`config.mk`:
```
export PLATFORM = sky130hd
export DESIGN_NAME = tbgp_port
export DESIGN_NICKNAME = d
export VERILOG_FILES = /design/src/tbgp_pkg.sv /design/src/tbgp_port.sv
export SDC_FILE = /design/constraint.sdc
export NUM_CORES = 1
export LEC_CHECK = 0
export BUFFER_PORTS_ARGS = -buffer_cell sky130_fd_sc_hd__buf_2
export CORE_AREA = 2 2 82 84
export CTS_CLUSTER_SIZE = 28
export DETAILED_ROUTE_END_ITERATION = 6
export DIE_AREA = 0 0 84 86
export SLEW_MARGIN = 30
export SYNTH_ARGS = -nofsm -noshare
export SYNTH_HDL_FRONTEND = slang
export SYNTH_SLANG_ARGS = --single-unit
```
`constraint.sdc`:
```
create_clock -name clk_i -period 2.6 [get_ports clk_i]
set_clock_uncertainty 0.05 [all_clocks]
set_input_delay 0.52 -clock clk_i [delete_from_list [all_inputs] [get_ports clk_i]]
set_output_delay 0.52 -clock clk_i [all_outputs]
set_load 0.02 [all_outputs]
```
`src/tbgp_pkg.sv`:
```
package tbgp_pkg;
  // ---------------------------------------------------------------
  // widths
  // ---------------------------------------------------------------
  localparam int unsigned TBGP_PINS = 3;
  localparam int unsigned TBGP_REG_W = 8;
  localparam int unsigned TBGP_ADR_W = 18;
  localparam int unsigned TBGP_IDX_W = 16;

  // ---------------------------------------------------------------
  // register indices (byte address is four times the index)
  // ---------------------------------------------------------------
  localparam logic [15:0] TBGP_IDX_DATA = 16'hffd5;
  localparam logic [15:0] TBGP_IDX_DIR = 16'hffe5;
  localparam logic [15:0] TBGP_IDX_SERCTL = 16'hffda;
  localparam logic [15:0] TBGP_IDX_MODE = 16'hfff7;

  // ---------------------------------------------------------------
  // field positions and reset values
  // ---------------------------------------------------------------
  localparam int unsigned TBGP_TXD_PIN = 2;
  localparam int unsigned TBGP_MODE_TXD_BIT = 0;
  localparam logic [2:0] TBGP_DATA_RST = 3'h0;
  localparam logic [2:0] TBGP_DIR_RST = 3'h0;
  localparam logic [2:0] TBGP_SERCTL_RST = 3'h0;
  localparam logic TBGP_MODE_TXD_RST = 1'b0;
  localparam logic [7:0] TBGP_DIR_READ = 8'hff;
endpackage

```
`src/tbgp_port.sv`:
```
// Local design decision: the Wishbone interface to the registers.
module tbgp_port
  import tbgp_pkg::*;
(
  input wire logic clk_i,
  input wire logic rst_i,
  input wire logic ce_i,
  input wire logic wb_cyc_i,
  input wire logic wb_stb_i,
  input wire logic wb_we_i,
  input wire logic [TBGP_ADR_W-1:0] wb_adr_i,
  input wire logic [3:0] wb_sel_i,
  input wire logic [31:0] wb_dat_i,
  output logic [31:0] wb_dat_o,
  output logic wb_ack_o,
  input wire logic [TBGP_PINS-1:0] pin_i,
  output logic [TBGP_PINS-1:0] pin_o,
  output logic [TBGP_PINS-1:0] pin_oe_o,
  input wire logic [TBGP_PINS-1:0] serial_out_i,
  input wire logic [TBGP_PINS-1:0] serial_oe_i,
  input wire logic serial_txd_i
);

  // ---------------------------------------------------------------
  // decode helpers
  // ---------------------------------------------------------------
  function automatic logic tbgp_hit(input logic [TBGP_ADR_W-1:0] adr,
                                    input logic [15:0] idx);
    tbgp_hit = (adr[TBGP_ADR_W-1:2] == idx);
  endfunction

  // ---------------------------------------------------------------
  // state
  // ---------------------------------------------------------------
  logic [2:0] data_reg;
  logic [2:0] dir_reg;
  logic [2:0] serctl_reg;
  logic txd_sel_reg;
  logic [2:0] pin_meta_reg;
  logic [2:0] pin_sync_reg;
  logic ack_reg;
  logic [31:0] rdat_reg;
  logic [2:0] pin_out_reg;
  logic [2:0] pin_oe_reg;
  logic data_rd_reg;
  logic dir_rd_reg;
  wire [2:0] pin_out_next;
  wire [2:0] pin_oe_next;

  // bus decode
  wire req = wb_cyc_i && wb_stb_i;
  wire take = req && !ack_reg;
  wire commit = req && ack_reg && wb_we_i && wb_sel_i[0];
  wire hit_data = tbgp_hit(wb_adr_i, TBGP_IDX_DATA);
  wire hit_dir = tbgp_hit(wb_adr_i, TBGP_IDX_DIR);
  wire hit_serctl = tbgp_hit(wb_adr_i, TBGP_IDX_SERCTL);
  wire hit_mode = tbgp_hit(wb_adr_i, TBGP_IDX_MODE);

  // read mux: per pin, latched data or synchronised pin level
  wire [2:0] read_mux = (dir_reg & data_reg) | (~dir_reg & pin_sync_reg);
  wire [7:0] data_read = {5'h00, read_mux};
  wire [7:0] mode_read = {7'h00, txd_sel_reg};
  wire [7:0] rd_byte = hit_data ? data_read :
                       hit_dir ? TBGP_DIR_READ :
                       hit_serctl ? {5'h00, serctl_reg} :
                       hit_mode ? mode_read : 8'h00;

  // pins owned by the port logic itself
  wire [2:0] txd_mask = {txd_sel_reg && !serctl_reg[TBGP_TXD_PIN], 2'b00};
  wire [2:0] gpio_mask = ~serctl_reg & ~txd_mask;

  // ---------------------------------------------------------------
  // pin input synchroniser
  // ---------------------------------------------------------------
  always_ff @(posedge clk_i) begin
    if (rst_i) begin
      pin_meta_reg <= 3'h0;
      pin_sync_reg <= 3'h0;
    end else if (ce_i) begin
      pin_meta_reg <= pin_i;
      pin_sync_reg <= pin_meta_reg;
    end
  end

  // ---------------------------------------------------------------
  // wishbone answer: ack one cycle after request, data with it
  // ---------------------------------------------------------------
  always_ff @(posedge clk_i) begin
    if (rst_i) begin
      ack_reg <= 1'b0;
      rdat_reg <= 32'h0;
      data_rd_reg <= 1'b0;
      dir_rd_reg <= 1'b0;
    end else if (ce_i) begin
      ack_reg <= take;
      rdat_reg <= take && !wb_we_i ? {24'h0, rd_byte} : 32'h0;
      data_rd_reg <= take && !wb_we_i && hit_data;
      dir_rd_reg <= take && !wb_we_i && hit_dir;
    end
  end

  // ---------------------------------------------------------------
  // registers: writes land on the edge that samples ack
  // ---------------------------------------------------------------
  always_ff @(posedge clk_i) begin
    if (rst_i) begin
      data_reg <= TBGP_DATA_RST;
      dir_reg <= TBGP_DIR_RST;
      serctl_reg <= TBGP_SERCTL_RST;
      txd_sel_reg <= TBGP_MODE_TXD_RST;
    end else if (ce_i && commit) begin
      if (hit_data) data_reg <= wb_dat_i[2:0];
      if (hit_dir) dir_reg <= wb_dat_i[2:0];
      if (hit_serctl) serctl_reg <= wb_dat_i[2:0];
      if (hit_mode) txd_sel_reg <= wb_dat_i[TBGP_MODE_TXD_BIT];
    end
  end

  // ---------------------------------------------------------------
  // per-pin function select
  // ---------------------------------------------------------------
  // per-pin next values: serial ownership first, then transmit, then gpio
  for (genvar n = 0; n < TBGP_PINS; n++) begin : g_pin
    wire owned = serctl_reg[n];
    wire txd_on = txd_mask[n];
    assign pin_out_next[n] = owned ? serial_out_i[n] : txd_on ? serial_txd_i : data_reg[n];
    assign pin_oe_next[n] = owned ? serial_oe_i[n] : txd_on ? 1'b1 : dir_reg[n];
  end

  // pin output flops, one process so each bit has a single driver
  always_ff @(posedge clk_i) begin
    if (rst_i) begin
      pin_out_reg <= 3'h0;
      pin_oe_reg <= 3'h0;
    end else if (ce_i) begin
      pin_out_reg <= pin_out_next;
      pin_oe_reg <= pin_oe_next;
    end
  end

  assign wb_ack_o = ack_reg;
  assign wb_dat_o = rdat_reg;
  assign pin_o = pin_out_reg;
  assign pin_oe_o = pin_oe_reg;
endmodule

```
==> out/qor.csv, run 1 <==
metric;value;unit
status;finished, final reports clean;
wl_met1;1640;um
vdd_drop_max;224.1;uV
slew_headroom;52.51;%
cp_data_arrival_time;1.76;ns
reg2reg_slack;0.95;ns
avgRoutedWirePerCell;11.60;um
rsz0062_at_grt;no;
post_cts_resized;0;
ys.flop_type;dfxtp_1;
synth_edf_count;0;
antenna_found_initial;0;
synth_area_leaders;dfxtp_1, buf_4, mux2i_1;
synth.most_common_cell;buf_4;
synth_area_per_cell;8.447;um^2
multi_input_comb_area;805.8;um^2
yosys-top-cells-count;buf_4, dfxtp_1, nor2_1;
dpl.hpwl;2781;um
yosysWarnings;0;
p_comb_share;14.8;%
die_w;84;um
drtIter0Drc;74;
clock_sinks;27;
drive_above_1_share;27.80;%
p_int;0.5692;mW
yosysSeqAreaShare;35.35;%
min_to;wb_dat_o[2]$_SDFFE_PP0P_;
core_area;6277;um^2
critPathRequiredTime;2.70;ns
fmax;603.0;MHz
postRouteWirelength;3480;um
groute.usage.overall;9.584;%
io_buffer_count;50;
grt_pass1_vias;1210;
clockBufferDepth;2;
grt_max_degree;26;
syn_inst;181;
grt_pass1_wl;5713;um
wl_met3;252;um
pwr-share-clk;30.2;%
path_clk_slew;0.09;ns
cts_tree;built;
reg2reg_depth;4;
postCtsHoldBufs;0;
worstSetupPathType;in -> reg;
drt.antenna.violating_nets;0;
drc_errors;0;
num_rows;29;
async_flop_share;0;%
setup_viol;0;
synth_area;1529;um^2
ys_ff_latch;27;
start_kind;input port;
diodes;0;
cellPowerDensity;438.8;nW/um^2
nets;294;
syn_to_final_growth;15.38;%
crit_chain;buf_2, nand4_1, or4_1, o21ai_1, a21oi_1;
dr.pass1.iters;4;
yosysTopAreaCell;dfxtp_1;
register_area;540.5;um^2
slowest_delay;0.74;ns
hp-start;wb_dat_o[2]$_SDFFE_PP0P_;
postCtsSetupRepairBufs;0;
switching_power;0.2048;mW
period_share;63.79;%
vias_per_cell;4.383;
worstPathMaxFanout;9;
p_seq_share;54.9;%
crit_buf_inv;1;
holdPathStages;2;
die_area;7224;um^2
num_vias;1315;
largest_reg_flops;4;
place_congestion;0.8237;
initial_core_util;24.36;%
report.final.slew_viol_count;0;
post_synth_num_cell_types;31;
slowest_stage;or4_1;
final_hold_viol_count;0;
post-route-util;28.10;%
maxCapViolations;0;
fill_cells;677;
cts-root-buf;clkbuf_8;
clk_latency;0.26;ns
worst_pin_slew;0.7098;ns
cts_inserted_buffers;3;
fin_crit;1.658;ns
r2r_start;wb_ack_o$_SDFFE_PP0P_;
highest_layer;met4;
power.leakage;0.7376;nW
worstReg2RegEnd;dir_reg[1]$_SDFFE_PP0P_;
finalSetupTns;0;ns
min_path_type;reg -> reg;
yosysTopAreaCellShare;35.35;%
gr-total-overflow;0;
chipHeight;86;um
io_pins;109;
wl_met2;1556;um
sw_frac_of_total;26.46;%
end_kind;flop;
path_delay_family;simple AND/OR/NAND/NOR gates;
htreeDepth;1;
per-layer routing:
layer  global-route usage [%]  vias up
met5                        0        -
met4                    2.933        0
met3                    2.406        2
met2                    15.27       49
met1                    12.81      582
li1                         -      682
power groups by stage:
stage               logic [mW]  clock network [mW]  registers, mW
floorplan               0.0954                   0          0.439
global placement         0.113                   0          0.435
detailed placement       0.115                   0          0.435
CTS                      0.115               0.243          0.426
global route             0.127               0.257          0.427
finish                   0.115               0.234          0.425
layout by cell type, fill, tap and decap left out:
| cell | n |
|---|---|
| or3_1 | 1 |
| buf_2 | 50 |
| or3_4 | 1 |
| mux2_2 | 1 |
| a31o_2 | 1 |
| inv_1 | 1 |
| nand4_1 | 16 |
| a211oi_1 | 8 |
| a21oi_1 | 13 |
| clkbuf_1 | 1 |
| nor4b_1 | 1 |
| clkbuf_8 | 3 |
| nor2_1 | 19 |
| nor4b_2 | 1 |
| nor2b_1 | 3 |
| nand3_1 | 2 |
| mux2i_1 | 14 |
| o31ai_1 | 2 |
| o21ai_0 | 3 |
| o21ai_2 | 1 |
| dfxtp_1 | 27 |
| o21ai_1 | 8 |
| nand3b_4 | 1 |
| nor3_1 | 4 |
| and3_1 | 1 |
| nand2_1 | 8 |
| buf_4 | 3 |
| conb_1 | 24 |
| nand2b_1 | 3 |
| o211ai_1 | 1 |
| or4_1 | 1 |
cells by family (layout without fill, tap and decap cells):
family | Yosys count | after routing | synth area share (%)
and+or+nand+nor | 62 | 62 | 22.51
buffers and inverters | 39 | 58 | 17.59
AOI/OAI and AO/OA | 37 | 37 | 14.40
DFF | 27 | 27 | 35.35
muxes | 15 | 15 | 9.901
other | 1 | 24 | 0.2453
how the worst max path moves through the flow:
stage	startpoint	to	depth (start not counted)
CTS	wb_ack_o$_SDFFE_PP0P_	dir_reg[1]$_SDFFE_PP0P_	4
finish	wb_adr_i[15]	dir_reg[1]$_SDFFE_PP0P_	5
floorplan	wb_adr_i[15]	serctl_reg[0]$_SDFFE_PP0P_	5
global route	wb_ack_o$_SDFFE_PP0P_	dir_reg[0]$_SDFFE_PP0P_	4
detailed placement	wb_adr_i[15]	serctl_reg[2]$_SDFFE_PP0P_	5
global placement	wb_adr_i[15]	dir_reg[0]$_SDFFE_PP0P_	5
layout make-up:
class	count	share of cell area (%)
clock buffers	4	2.553
inverters	1	0.2128
multi-input cells	138	45.67
flip-flops and latches	27	30.64
well taps	77	5.461
repair buffers	53	15.46
per-stage QoR:
stage / total power, mW / area, um^2 / std cells / setup WS (ns) / hold WS [ns]
finish: 0.7741 / 1764 / 300 / 0.9415 / 0.4127
global route: 0.8111 / 1764 / 300 / 0.8248 / 0.4362
CTS: 0.7832 / 1764 / 300 / 0.9296 / 0.4174
detailed placement: 0.5499 / 1719 / 296 / 0.6484 / 0.3958
global placement: 0.5478 / 1719 / 296 / 0.6832 / 0.3909
floorplan: 0.5342 / 1615 / 204 / 0.9198 / 0.4019
worst register-to-register path: stages (launching register included):
cell and delay [ns]:
dfxtp_1 0.40, nand4_1 0.12, or4_1 0.68, o21ai_1 0.20, a21oi_1 0.08
Note: power is estimated with default switching activity, not from simulation.
==> inputs of run 2 (changes only) <==
==> constraint.sdc (replaced) <==
create_clock -name clk_i -period 1.3 [get_ports clk_i]
set_clock_uncertainty 0.05 [all_clocks]
set_input_delay 0.26 -clock clk_i [delete_from_list [all_inputs] [get_ports clk_i]]
set_output_delay 0.26 -clock clk_i [all_outputs]
set_load 0.02 [all_outputs]
==> out/qor.csv, run 2 (synthesized netlist as in run 1, its figures left out) <==
metric;value;unit
vdd_drop_max;559.9;uV
drt.antenna.violating_nets;0;
worstPathMaxFanout;9;
min_path_type;in -> reg;
period_share;107.8;%
die_w;84;um
core_area;6277;um^2
holdPathStages;3;
grt_pass1_wl;5996;um
drive_above_1_share;37.19;%
chipHeight;86;um
io_buffer_count;50;
p_seq_share;52.8;%
sw_frac_of_total;27.68;%
postCtsHoldBufs;0;
nets;313;
setup_viol;9;
initial_core_util;24.36;%
crit_end;serctl_reg[2]$_SDFFE_PP0P_;
start_kind;flop;
diodes;0;
die_area;7224;um^2
switching_power;0.4447;mW
path_clk_slew;0.10;ns
p_int;1.162;mW
grt_pass1_vias;1297;
clk_latency;0.28;ns
p_comb_share;16.6;%
cts_inserted_buffers;3;
cp_data_arrival_time;1.51;ns
r2r_start;wb_ack_o$_SDFFE_PP0P_;
cp-startpoint;wb_ack_o$_SDFFE_PP0P_;
stdcell_count;319;
final_cell_mix;buf_2, dfxtp_1, conb_1;
report.final.slew_viol_count;0;
power;1.607;mW
postCtsSetupRepairBufs;0;
post-route-util;31.41;%
gr-total-overflow;0;
clock_sinks;27;
io_pins;109;
largest_reg_flops;4;
maxCapViolations;0;
cts_tree;built;
dpl.hpwl;2954;um
grt_max_degree;26;
avgRoutedWirePerCell;11.98;um
place_congestion;0.8096;
critPathRequiredTime;1.41;ns
rsz0062_at_grt;yes;
end_kind;flop;
final_common_cell;buf_2;
fmax;713.4;MHz
violations;setup timing;
setup_slack;-0.1018;ns
power.leakage;0.8408;nW
syn_to_final_growth;28.97;%
status;finished with violations;
reg2reg_depth;4;
reg2reg_slack;-0.10;ns
final_hold_viol_count;0;
vias_per_cell;4.473;
drc_errors;0;
groute.usage.overall;10.27;%
fin_crit;1.402;ns
cts-root-buf;clkbuf_8;
dr.pass1.iters;4;
htreeDepth;1;
clockBufferDepth;2;
pwr-share-clk;30.6;%
num_vias;1427;
num_rows;29;
postRouteWirelength;3822;um
dp_cells;316;
worstSetupPathType;reg -> reg;
antenna_found_initial;0;
cellPowerDensity;814.8;nW/um^2
worstReg2RegEnd;serctl_reg[2]$_SDFFE_PP0P_;
drtIter0Drc;64;
run 2: changes by cell type in the layout (fill, tap and decap cells not counted), sizes merged:
cell / previous run / this run
buf: 53 / 72
clkinvlp: 0 / 1
clkbuf: 4 / 3
run 2: what timing repair did:
action / in CTS / in global routing
setup endpoints to repair: 13 / 12
pin swaps: 0 / 2
cloned: 0 / 1
resized for setup: 6 / 7
run 2: final cells by class:
type	count	area [um^2]
Clock inverter	1	7.507
Inverter	1	3.754
Tap cell	77	96.34
Multi-Input combinational cell	138	849.6
Clock buffer	3	41.29
Timing Repair Buffer	72	429.2
Fill cell	684	4305
Sequential cell	27	544.3
run 2: power by group through the flow:
stage	Clock, mW	Combinational (mW)	Sequential, mW
finish	0.491	0.267	0.849
global route	0.545	0.289	0.852
CTS	0.520	0.266	0.849
detailed placement	0	0.261	0.868
global placement	0	0.257	0.868
floorplan	0	0.191	0.876
run 2: per-layer routing:
layer,GRT usage [%],up-vias,wire length [um]
li1,-,717,-
met1,12.64,649,1732
met2,18.11,59,1782
met3,3.272,2,298
met4,1.320,0,9
met5,0,-,0
run 2: worst min path at each step:
| stage | startpoint | end |
|---|---|---|
| floorplan | pin_i[0] | pin_meta_reg[0]$_SDFFE_PP0P_ |
| global placement | wb_dat_o[0]$_SDFFE_PP0P_ | wb_dat_o[0]$_SDFFE_PP0P_ |
| detailed placement | wb_dat_o[0]$_SDFFE_PP0P_ | wb_dat_o[0]$_SDFFE_PP0P_ |
| CTS | pin_i[0] | pin_meta_reg[0]$_SDFFE_PP0P_ |
| global route | pin_i[0] | pin_meta_reg[0]$_SDFFE_PP0P_ |
| finish | pin_i[0] | pin_meta_reg[0]$_SDFFE_PP0P_ |
run 2: through the flow:
stage / setup TNS, ns / hold slack [ns] / worst slack [ns] / area [um^2]
final: -0.7716 / 0.1608 / -0.1018 / 1972
after global routing: -1.353 / 0.1872 / -0.1617 / 1972
after CTS: -1.053 / 0.1566 / -0.1319 / 1953
after detailed placement: -2.796 / 0.4086 / -0.2510 / 1883
after global placement: -2.866 / 0.3848 / -0.2539 / 1883
after floorplan: -0.9542 / 0.3572 / -0.1076 / 1629
run 2: critical path: stages (launching register included):
cell and delay, ns:
dfxtp_4 0.35, nand4_1 0.11, or4_4 0.53, o21ai_1 0.16
a21oi_1 0.08
==> inputs of run 3 (changes only) <==
--- a/config.mk
+++ b/config.mk
@@ -10,6 +10,7 @@
 export CTS_CLUSTER_SIZE = 28
 export DETAILED_ROUTE_END_ITERATION = 6
 export DIE_AREA = 0 0 84 86
+export REMOVE_ABC_BUFFERS = 1
 export SLEW_MARGIN = 30
 export SYNTH_ARGS = -nofsm -noshare
 export SYNTH_HDL_FRONTEND = slang
==> out/qor.csv, run 3 (synthesized netlist as in run 1, its figures left out) <==
metric;value;unit
start_kind;flop;
fin_crit;1.397;ns
maxCapViolations;0;
worstSetupPathType;reg -> reg;
grt_pass1_wl;5920;um
postCtsHoldBufs;0;
period_share;107.5;%
io_pins;109;
stdcell_count;320;
postRouteWirelength;3758;um
grt_pass1_vias;1245;
final_cell_mix;buf_2, dfxtp_1, conb_1;
io_buffer_count;50;
fmax;715.6;MHz
place_congestion;0.8381;
finalSetupTns;-0.7716;ns
cts_tree;built;
setup_slack;-0.09749;ns
core_area;6277;um^2
post-place-ws;-0.2731;ns
vias_per_cell;4.400;
groute.usage.overall;10.07;%
antenna_found_initial;0;
chipHeight;86;um
clockBufferDepth;2;
path_clk_slew;0.09;ns
setup_viol;9;
clk_latency;0.27;ns
drtIter0Drc;51;
cts-root-buf;clkbuf_8;
power;1.595;mW
dpl.hpwl;2856;um
drc_errors;0;
final_common_cell;buf_2;
grt_max_degree;26;
die_w;84;um
num_rows;29;
htreeDepth;1;
cellPowerDensity;790.5;nW/um^2
syn_to_final_growth;32.00;%
placed_area;1862;um^2
violations;setup timing;
vdd_drop_max;474.2;uV
avgRoutedWirePerCell;11.74;um
dp_cells;315;
end_kind;flop;
diodes;0;
postLayoutCellArea;2018;um^2
largest_reg_flops;4;
num_vias;1408;
fill_cells;677;
cp_data_arrival_time;1.51;ns
dr.pass1.iters;4;
gr-total-overflow;0;
power.leakage;0.8553;nW
die_area;7224;um^2
cts_inserted_buffers;3;
report.final.slew_viol_count;0;
reg2reg_slack;-0.1;ns
worstPathMaxFanout;4;
min_path_type;in -> reg;
drt.antenna.violating_nets;0;
critPathRequiredTime;1.41;ns
nets;314;
rsz0062_at_grt;yes;
status;finished with violations;
final_hold_viol_count;0;
drive_above_1_share;41.15;%
initial_core_util;24.36;%
clock_sinks;27;
[run 3: through the flow]
stage / hold WS (ns) / util, %
final: 0.1680 / 32.15
after global routing: 0.1637 / 32.15
after CTS: 0.1683 / 31.61
after detailed placement: 0.3899 / 29.66
after global placement: 0.3887 / 29.66
after floorplan: 0.2791 / -
[run 3: worst paths after layout]
path	from	to	cells past startpoint
max	wb_ack_o$_SDFFE_PP0P_	dir_reg[0]$_SDFFE_PP0P_	5
min	pin_i[2]	pin_meta_reg[2]$_SDFFE_PP0P_	3
max reg2reg	wb_ack_o$_SDFFE_PP0P_	dir_reg[0]$_SDFFE_PP0P_	5
min reg2reg	wb_dat_o[2]$_SDFFE_PP0P_	wb_dat_o[2]$_SDFFE_PP0P_	2
[run 3: where the power goes]
group / switching, mW / internal (mW) / total (mW)
combinational: 0.162 / 0.0987 / 0.261
clock: 0.267 / 0.217 / 0.485
sequential: 0.00707 / 0.843 / 0.850
total: 0.437 / 1.16 / 1.60
[run 3: area by class of cell]
cell class                      count  area, um^2  share of cell area, %
Tap cell                           77       96.34                  4.774
Inverter                            1       3.754                 0.1860
Sequential cell                    27       541.8                  26.84
Multi-Input combinational cell    138       889.6                  44.08
Clock buffer                        3       41.29                  2.046
Clock inverter                      1       7.507                 0.3720
Timing Repair Buffer               73       437.9                  21.70
[run 3: layer usage]
metal | wire [um] | track usage (%) | vias up
li1 | - | - | 727
met1 | 1654 | 13.22 | 620
met2 | 1808 | 16.80 | 57
met3 | 264 | 2.984 | 4
met4 | 31 | 1.466 | 0
met5 | 0 | 0 | -
[run 3: timing repair]
item,CTS,global route
gates resized for setup,16,10
hold endpoints to repair,0,0
pin swaps,11,11
setup endpoints to repair,12,12
buffers inserted,1,0
gates cloned,1,1
[run 3: critical path, cell delays in order, from the launching register on]
cell,delay [ns]
dfxtp_2,0.33
nand4_1,0.10
or4_4,0.46
buf_6,0.16
o21ai_2,0.11
a21oi_1,0.07
